==> src/jufl_map.vh <==
// constants for the jump and unary flag execute block
// Behaviour
// - after irq unmask, next instruction always executes before any interrupt is taken.
// - increment sets zero and carry only when operand was all ones.
// - increment sets overflow only when operand was largest positive value.
// - increment and invert take negative flag from result sign bit.
// - invert writes bitwise complement of destination, original value lost.
// - invert sets zero only when operand was all ones.
// - invert carry is complement of zero flag.
// - invert sets overflow when original operand was negative.
// - unary operations leave oscillator, halt and global irq bits unchanged.
// - taken jump adds twice signed 10-bit offset; else next instruction.
// - unconditional jump always applies offset without testing flags.
// - carry jump taken when carry is one.
// - no-carry jump taken when carry is zero.
// - equal jump taken when zero flag is one.
// - signed greater-or-equal taken when negative equals overflow.
// - signed less taken when negative differs from overflow.
// - negative jump taken when negative flag is one.
// - jumps never modify negative, zero, carry or overflow flags.
`ifndef JUFL_MAP_VH
`define JUFL_MAP_VH
// ------------------------------
// status register bit positions
// ------------------------------
`define JUFL_SR_C 0
`define JUFL_SR_Z 1
`define JUFL_SR_N 2
`define JUFL_SR_IRQ_ALLOW 3
`define JUFL_SR_CORE_HALT 4
`define JUFL_SR_OSC_STOP 5
`define JUFL_SR_V 8
`define JUFL_SR_RESET 16'h0000
`define JUFL_PC_RESET 16'h0000
// ------------------------------
// operation codes
// ------------------------------
`define JUFL_OP_NONE 4'h0
`define JUFL_OP_INC 4'h1
`define JUFL_OP_ADD2 4'h2
`define JUFL_OP_NOT 4'h3
`define JUFL_OP_UNMASK 4'h4
`define JUFL_OP_JUMP 4'h5
`define JUFL_OP_OTHER 4'h6
// ------------------------------
// jump condition codes (instruction bits 12:10)
// ------------------------------
`define JUFL_CC_NZ 3'h0
`define JUFL_CC_Z 3'h1
`define JUFL_CC_NC 3'h2
`define JUFL_CC_C 3'h3
`define JUFL_CC_N 3'h4
`define JUFL_CC_GE 3'h5
`define JUFL_CC_L 3'h6
`define JUFL_CC_ALWAYS 3'h7
`define JUFL_OFS_MSB 9
`define JUFL_INSTR_BYTES 16'h0002
`endif

==> src/jufl_cond.v <==
// jump condition evaluator
`include "jufl_map.vh"
module jufl_cond (
  input wire [2:0] cond_code, // condition field
  input wire [15:0] sr_in, // status word
  output reg taken // condition true
);
  wire c = sr_in[`JUFL_SR_C];
  wire z = sr_in[`JUFL_SR_Z];
  wire n = sr_in[`JUFL_SR_N];
  wire v = sr_in[`JUFL_SR_V];
  always @* begin
    case (cond_code)
      `JUFL_CC_NZ: taken = ~z;
      `JUFL_CC_Z: taken = z;
      `JUFL_CC_NC: taken = ~c;
      `JUFL_CC_C: taken = c;
      `JUFL_CC_N: taken = n;
      `JUFL_CC_GE: taken = ~(n ^ v);
      `JUFL_CC_L: taken = n ^ v;
      `JUFL_CC_ALWAYS: taken = 1'b1;
      default: taken = 1'b0;
    endcase
  end
endmodule

==> src/jufl_exec.v <==
// execute stage slice: unary ops, relative jumps, irq unmask delay
`include "jufl_map.vh"
module jufl_exec (
  input wire clk_sys, // system clock
  input wire reset, // sync reset, active high
  input wire op_valid, // instruction issued this cycle
  input wire [3:0] op_code, // operation select
  input wire byte_mode, // byte form
  input wire [15:0] instr_word, // instruction word
  input wire [15:0] dst_in, // destination operand
  input wire irq_pending, // interrupt request from controller
  input wire sr_load, // external status write
  input wire [15:0] sr_load_val, // external status value
  input wire pc_load, // external pc write
  input wire [15:0] pc_load_val, // external pc value
  output reg [15:0] result_out, // unary result
  output reg result_valid, // result written this cycle
  output wire [15:0] sr_out, // status register
  output wire [15:0] pc_out, // program counter
  output reg jump_taken, // last jump was taken
  output wire irq_accept // interrupt may be taken now
);
  // ------------------------------
  // state
  // ------------------------------
  reg [15:0] sr_reg;
  reg [15:0] sr_next;
  reg [15:0] pc_reg;
  reg [15:0] pc_next;
  reg hold_reg;
  reg hold_next;
  reg [15:0] res_next;
  wire cond_true;

  assign sr_out = sr_reg;
  assign pc_out = pc_reg;

  // ------------------------------
  // helpers
  // ------------------------------
  function [15:0] sext_ofs2;
    input [9:0] ofs;
    begin
      sext_ofs2 = {{5{ofs[`JUFL_OFS_MSB]}}, ofs, 1'b0};
    end
  endfunction

  function sign_of;
    input [15:0] val;
    input bm;
    begin
      sign_of = bm ? val[7] : val[15];
    end
  endfunction

  function [15:0] width_mask;
    input bm;
    begin
      width_mask = bm ? 16'h00ff : 16'hffff;
    end
  endfunction

  jufl_cond u_cond (
    .cond_code(instr_word[12:10]),
    .sr_in(sr_reg),
    .taken(cond_true)
  );

  // ------------------------------
  // datapath
  // ------------------------------
  reg [15:0] opd;
  reg [15:0] msk;
  reg [15:0] maxpos;
  always @* begin
    sr_next = sr_reg;
    pc_next = pc_reg;
    res_next = result_out;
    hold_next = 1'b0;
    msk = width_mask(byte_mode);
    opd = dst_in & msk;
    maxpos = msk >> 1;
    if (op_valid) begin
      pc_next = pc_reg + `JUFL_INSTR_BYTES;
      case (op_code)
        `JUFL_OP_INC: begin
          res_next = (opd + 16'h0001) & msk;
          sr_next[`JUFL_SR_Z] = (opd == msk);
          sr_next[`JUFL_SR_C] = (opd == msk);
          sr_next[`JUFL_SR_V] = (opd == maxpos);
          sr_next[`JUFL_SR_N] = sign_of(res_next, byte_mode);
        end
        `JUFL_OP_ADD2: begin
          res_next = (opd + 16'h0002) & msk;
          sr_next[`JUFL_SR_Z] = (res_next == 16'h0000);
          sr_next[`JUFL_SR_C] = (opd == msk) || (opd == msk - 16'h0001);
          sr_next[`JUFL_SR_V] = (opd == maxpos) || (opd == maxpos - 16'h0001);
          sr_next[`JUFL_SR_N] = sign_of(res_next, byte_mode);
        end
        `JUFL_OP_NOT: begin
          res_next = (opd ^ msk);
          sr_next[`JUFL_SR_Z] = (opd == msk);
          sr_next[`JUFL_SR_C] = (opd != msk);
          sr_next[`JUFL_SR_V] = sign_of(opd, byte_mode);
          sr_next[`JUFL_SR_N] = sign_of(res_next, byte_mode);
        end
        `JUFL_OP_UNMASK: begin
          sr_next[`JUFL_SR_IRQ_ALLOW] = 1'b1;
          hold_next = 1'b1;
        end
        `JUFL_OP_JUMP: begin
          if (cond_true) begin
            pc_next = pc_reg + `JUFL_INSTR_BYTES + sext_ofs2(instr_word[9:0]);
          end
        end
        default: begin
          sr_next = sr_reg;
        end
      endcase
    end else begin
      hold_next = hold_reg;
    end
    if (sr_load) begin
      sr_next = sr_load_val;
    end
    if (pc_load) begin
      pc_next = pc_load_val;
    end
  end
  // unary ops touch only the arithmetic flag bits; unmask sets the irq allow bit and sr_load replaces the whole word

  // ------------------------------
  // interrupt gating
  // ------------------------------
  assign irq_accept = irq_pending & sr_reg[`JUFL_SR_IRQ_ALLOW] & ~hold_reg;

  // ------------------------------
  // registers
  // ------------------------------
  always @(posedge clk_sys) begin
    if (reset) begin
      sr_reg <= `JUFL_SR_RESET;
      pc_reg <= `JUFL_PC_RESET;
      hold_reg <= 1'b0;
      result_out <= 16'h0000;
      result_valid <= 1'b0;
      jump_taken <= 1'b0;
    end else begin
      sr_reg <= sr_next;
      pc_reg <= pc_next;
      hold_reg <= hold_next;
      result_out <= res_next;
      result_valid <= op_valid && (op_code == `JUFL_OP_INC || op_code == `JUFL_OP_ADD2 ||
                      op_code == `JUFL_OP_NOT);
      if (op_valid && op_code == `JUFL_OP_JUMP) begin
        jump_taken <= cond_true;
      end
    end
  end
endmodule

==> config.mk <==
export PLATFORM = sky130hd
export DESIGN_NAME = jufl_exec
export DESIGN_NICKNAME = d
export VERILOG_FILES = /design/src/jufl_cond.v /design/src/jufl_exec.v
export VERILOG_INCLUDE_DIRS = /design/src /design/src/src
export SDC_FILE = /design/constraint.sdc
export NUM_CORES = 1
export LEC_CHECK = 0
export BUFFER_PORTS_ARGS = -buffer_cell sky130_fd_sc_hd__buf_2
export CAP_MARGIN = 20
export CORE_ASPECT_RATIO = 0.7
export CORE_UTILIZATION = 45
export CTS_CLUSTER_SIZE = 40
export DETAILED_ROUTE_END_ITERATION = 8
export PLACE_DENSITY_LB_ADDON = 0.12
export SETUP_SLACK_MARGIN = 0.2
export SLEW_MARGIN = 20
export SYNTH_ARGS = -nofsm -noshare
export SYNTH_HDL_FRONTEND = slang
export SYNTH_SLANG_ARGS = --single-unit
==> constraint.sdc <==
create_clock -name clk_sys -period 3.7 [get_ports clk_sys]
set_input_delay 0.37 -clock clk_sys [delete_from_list [all_inputs] [get_ports clk_sys]]
set_output_delay 0.37 -clock clk_sys [all_outputs]
set_load 0.01 [all_outputs]
==> out/metrics.json <==
{
  "mappedNetlistNets": {"value": 634},
  "cts-htree-levels": {"value": 2},
  "first_global_vias": {"value": 3725},
  "syn2layout_area_growth": {"value": 18.9, "unit": "%"},
  "p_int": {"value": 0.00101, "unit": "W"},
  "syn_inst": {"value": 536},
  "yosysTopAreaCellShare": {"value": 25.2, "unit": "%"},
  "power.share.combinational": {"value": 26.8, "unit": "%"},
  "worst-r2r-setup-slack": {"value": 0.57, "unit": "ns"},
  "grt_usage": {"value": 26.7, "unit": "%"},
  "core_area": {"value": 8580, "unit": "um2"},
  "final_max_slew_viol_count": {"value": 0},
  "die_width": {"value": 115, "unit": "um"},
  "detail_route.vias_per_cell": {"value": 5.71},
  "leading_area_contributor_after_synthesis": {"value": "sky130_fd_sc_hd__dfxtp_1"},
  "power.switching_fraction": {"value": 33.1, "unit": "%"},
  "synthDistinctLibCells": {"value": 63},
  "antenna_found_initial": {"value": 0},
  "gpl.final_weighted_congestion": {"value": 0.916},
  "clock_latency": {"value": 0.29, "unit": "ns"},
  "ys_seq_area_share": {"value": 25.2, "unit": "%"},
  "design.die.area": {"value": 9380, "unit": "um2"},
  "holdCritPathClass": {"value": "input port to register"},
  "drive_gt1_share": {"value": 22.7, "unit": "%"},
  "most_common_flop_cell_mapped_by_yosys": {"value": "sky130_fd_sc_hd__dfxtp_1"},
  "status": {"value": "finished, final reports clean"},
  "setup-tns-final": {"value": 0, "unit": "ns"},
  "initial_util": {"value": 47.2, "unit": "%"},
  "routed_wl": {"value": 12300, "unit": "um"},
  "std_cell_rows": {"value": 28},
  "die_y": {"value": 81.4, "unit": "um"},
  "tightest_slew": {"value": 1.07, "unit": "ns"},
  "dpl.hpwl": {"value": 9330, "unit": "um"},
  "critical_path_arrival": {"value": 3.33, "unit": "ns"},
  "finalWorstPathRequiredPeriod": {"value": 3.13, "unit": "ns"},
  "post_cts_buffers": {"value": 0},
  "postSynth.asyncResetShare": {"value": 0, "unit": "%"},
  "clk_transition_reported_paths": {"value": 0.08, "unit": "ns"},
  "fill_cells": {"value": 847},
  "power_frac_clock": {"value": 33.0, "unit": "%"},
  "deepest_clock_path_buffer_count": {"value": 2},
  "post_synth.cell_area_avg": {"value": 7.55, "unit": "um2"},
  "timing.rr.end": {"value": "pc_out[12]"},
  "rsz0062_at_grt": {"value": "no"},
  "cp.required": {"value": 3.90, "unit": "ns"},
  "postSynthRegisterBits": {"value": 51},
  "period_share": {"value": 84.7, "unit": "%"},
  "crit_fanout": {"value": 7},
  "ys_warn_count": {"value": 0},
  "grt_max_degree": {"value": 57},
  "grt_first_pass_wirelength": {"value": 19500, "unit": "um"},
  "min_path_cells": {"value": 3},
  "io_buffer_count": {"value": 122},
  "worst_r2r_path_depth": {"value": 11},
  "design.portCount": {"value": 126},
  "holdPathEnd": {"value": "sr_out[12]"},
  "seqPwrFrac": {"value": 40.2, "unit": "%"},
  "max_cap_check_violation_count": {"value": 0},
  "regToRegStartpoint": {"value": "pc_out[1]"},
  "finClkSkew": {"value": 0.00251, "unit": "ns"},
  "cts_root_buf": {"value": "sky130_fd_sc_hd__clkbuf_16"},
  "drt_first_pass_iters": {"value": 5},
  "synth.top_cells.by_area": {"value": "sky130_fd_sc_hd__dfxtp_1, sky130_fd_sc_hd__nor2_1, sky130_fd_sc_hd__ha_1"},
  "crit_path_start_kind": {"value": "register"},
  "achievable-frequency": {"value": 319, "unit": "MHz"},
  "vdd_drop_max": {"value": 0.000199, "unit": "V"},
  "antenna_violating_nets_post_route": {"value": 0},
  "crit_type": {"value": "register to register"},
  "routedWlPerCell": {"value": 16.3, "unit": "um"},
  "power.leakage": {"value": 2.16, "unit": "nW"},
  "synthTopCellsByCount": {"value": "sky130_fd_sc_hd__nor2_1, sky130_fd_sc_hd__dfxtp_1, sky130_fd_sc_hd__a21oi_1"},
  "p_switching": {"value": 0.000500, "unit": "W"},
  "cts.sink_count": {"value": 51},
  "detailedPlace.worstSlack": {"value": 0.652, "unit": "ns"},
  "worstSetupEndpointType": {"value": "register"},
  "remaining_drc_errors": {"value": 0},
  "number_of_flops_mapped_to_enable_cells_by_yosys": {"value": 0},
  "drt_first_iter_violations": {"value": 323},
  "slew_headroom": {"value": 28.8, "unit": "%"},
  "cts.repair.resized": {"value": 0},
  "n_antenna_cell": {"value": 0},
  "cts_buffers": {"value": 5},
  "yosys.cell_count.top_type": {"value": "sky130_fd_sc_hd__nor2_1"},
  "final_nets": {"value": 730},
  "globalRouteOverflowTotal": {"value": 0},
  "final.setup.worst_slack": {"value": 0.566, "unit": "ns"},
  "vias": {"value": 4302},
  "mappedNetlistArea": {"value": 4050, "unit": "um2"},
  "clock_tree_from_tritoncts": {"value": "done"},
  "cts.hold.buffers_added": {"value": 0},
  "hold_viol": {"value": 0},
  "finalSetupViolCount": {"value": 0},
  "power_density": {"value": 313, "unit": "nW/um2"},
  "timing.hold.worst.start": {"value": "sr_load_val[12]"}
}
[power by group through the flow]
stage | Sequential, W | Clock [W] | Combinational [W]
final | 0.000606 | 0.000498 | 0.000405
after global routing | 0.000611 | 0.000530 | 0.000450
after CTS | 0.000606 | 0.000509 | 0.000401
after detailed placement | 0.000618 | 0 | 0.000399
after global placement | 0.000616 | 0 | 0.000391
after floorplan | 0.000626 | 0 | 0.000258
[metrics by stage]
| stage | util [%] | cells | total power [W] | cell area, um2 | hold WS [ns] |
|---|---|---|---|---|---|
| 3_3_place_gp | 54.3 | 745 | 0.00101 | 4660 | 0.437 |
| 4_1_cts | 56.1 | 753 | 0.00152 | 4810 | 0.303 |
| 2_1_floorplan | - | 536 | 0.000884 | 4050 | 0.458 |
| 3_5_place_dp | 54.3 | 745 | 0.00102 | 4660 | 0.447 |
| 5_1_grt | 56.1 | 753 | 0.00159 | 4810 | 0.311 |
| 6_report | 56.1 | 753 | 0.00151 | 4810 | 0.308 |
[area by class of cell]
type / count / area, um2 / share of cell area [%]
clock buffer: 5 / 125 / 2.60
clock inverter: 3 / 28.8 / 0.598
sequential: 51 / 1020 / 21.2
inverter: 13 / 48.8 / 1.01
timing repair buffer: 126 / 641 / 13.3
tap: 120 / 150 / 3.12
multi-input combinational: 435 / 2800 / 58.1
[worst max-delay path by stage]
stage | from | end | depth (start not counted)
3_3_place_gp | pc_out[1] | pc_out[15] | 12
3_5_place_dp | pc_out[1] | pc_out[12] | 11
4_1_cts | pc_out[1] | pc_out[12] | 11
2_1_floorplan | pc_out[1] | pc_out[15] | 12
5_1_grt | pc_out[1] | pc_out[15] | 12
6_report | pc_out[1] | pc_out[12] | 11
[cell usage in the layout (no fill, tap or decap), types with 3 or more instances in the layout]
cell and n:
sky130_fd_sc_hd__dfxtp_1 51, sky130_fd_sc_hd__or3_1 6, sky130_fd_sc_hd__and3_1 3, sky130_fd_sc_hd__a211o_1 5, sky130_fd_sc_hd__ha_1 22, sky130_fd_sc_hd__a221oi_1 4, sky130_fd_sc_hd__a41oi_1 3, sky130_fd_sc_hd__o31ai_1 5
sky130_fd_sc_hd__buf_4 4, sky130_fd_sc_hd__nor2_1 77, sky130_fd_sc_hd__xnor2_1 28, sky130_fd_sc_hd__inv_1 13, sky130_fd_sc_hd__xor2_1 12, sky130_fd_sc_hd__and4_1 3, sky130_fd_sc_hd__nand3_1 20, sky130_fd_sc_hd__a311o_1 5
sky130_fd_sc_hd__nand2b_1 6, sky130_fd_sc_hd__o21bai_1 3, sky130_fd_sc_hd__nor3_1 19, sky130_fd_sc_hd__a21boi_0 3, sky130_fd_sc_hd__a22oi_1 3, sky130_fd_sc_hd__nor3b_1 6, sky130_fd_sc_hd__o211ai_1 6, sky130_fd_sc_hd__mux2i_1 18
sky130_fd_sc_hd__a21oi_1 48, sky130_fd_sc_hd__o21ai_0 20, sky130_fd_sc_hd__nand2_1 47, sky130_fd_sc_hd__clkbuf_16 5, sky130_fd_sc_hd__and2_1 3, sky130_fd_sc_hd__a211oi_1 7, sky130_fd_sc_hd__a21o_1 4, sky130_fd_sc_hd__buf_2 122
sky130_fd_sc_hd__nand4_1 7, sky130_fd_sc_hd__nor4_1 4, sky130_fd_sc_hd__o22ai_1 4, sky130_fd_sc_hd__a31oi_1 3
[critical path, cell delays in order (launching register included)]
cell,delay [ns]
sky130_fd_sc_hd__dfxtp_1,0.46
sky130_fd_sc_hd__ha_1,0.18
sky130_fd_sc_hd__and3_1,0.25
sky130_fd_sc_hd__nand3_1,0.12
sky130_fd_sc_hd__xnor2_1,0.23
sky130_fd_sc_hd__ha_1,0.34
sky130_fd_sc_hd__a211o_1,0.33
sky130_fd_sc_hd__o2111ai_1,0.34
sky130_fd_sc_hd__nand2_1,0.16
sky130_fd_sc_hd__o31ai_1,0.29
sky130_fd_sc_hd__xor2_1,0.11
sky130_fd_sc_hd__o41ai_1,0.23
[routing by layer]
layer / track usage, % / wire, um / vias to the layer above
met5: 0 / 0 / -
met4: 4.03 / 66 / 0
met3: 6.27 / 1140 / 8
met2: 37.8 / 4780 / 198
met1: 40.7 / 6310 / 1965
li1: - / - / 2131
[logic make-up after synthesis]
group / synth area share [%]
buffers and inverters: 5.66
AND/OR/NAND/NOR: 26.2
XOR/XNOR: 8.66
adder cells (fa/ha/maj): 7.30
AO/OA/AOI/OAI: 22.5
multiplexers: 4.45
flip-flops: 25.2
Power figures use the tool's default switching activity.
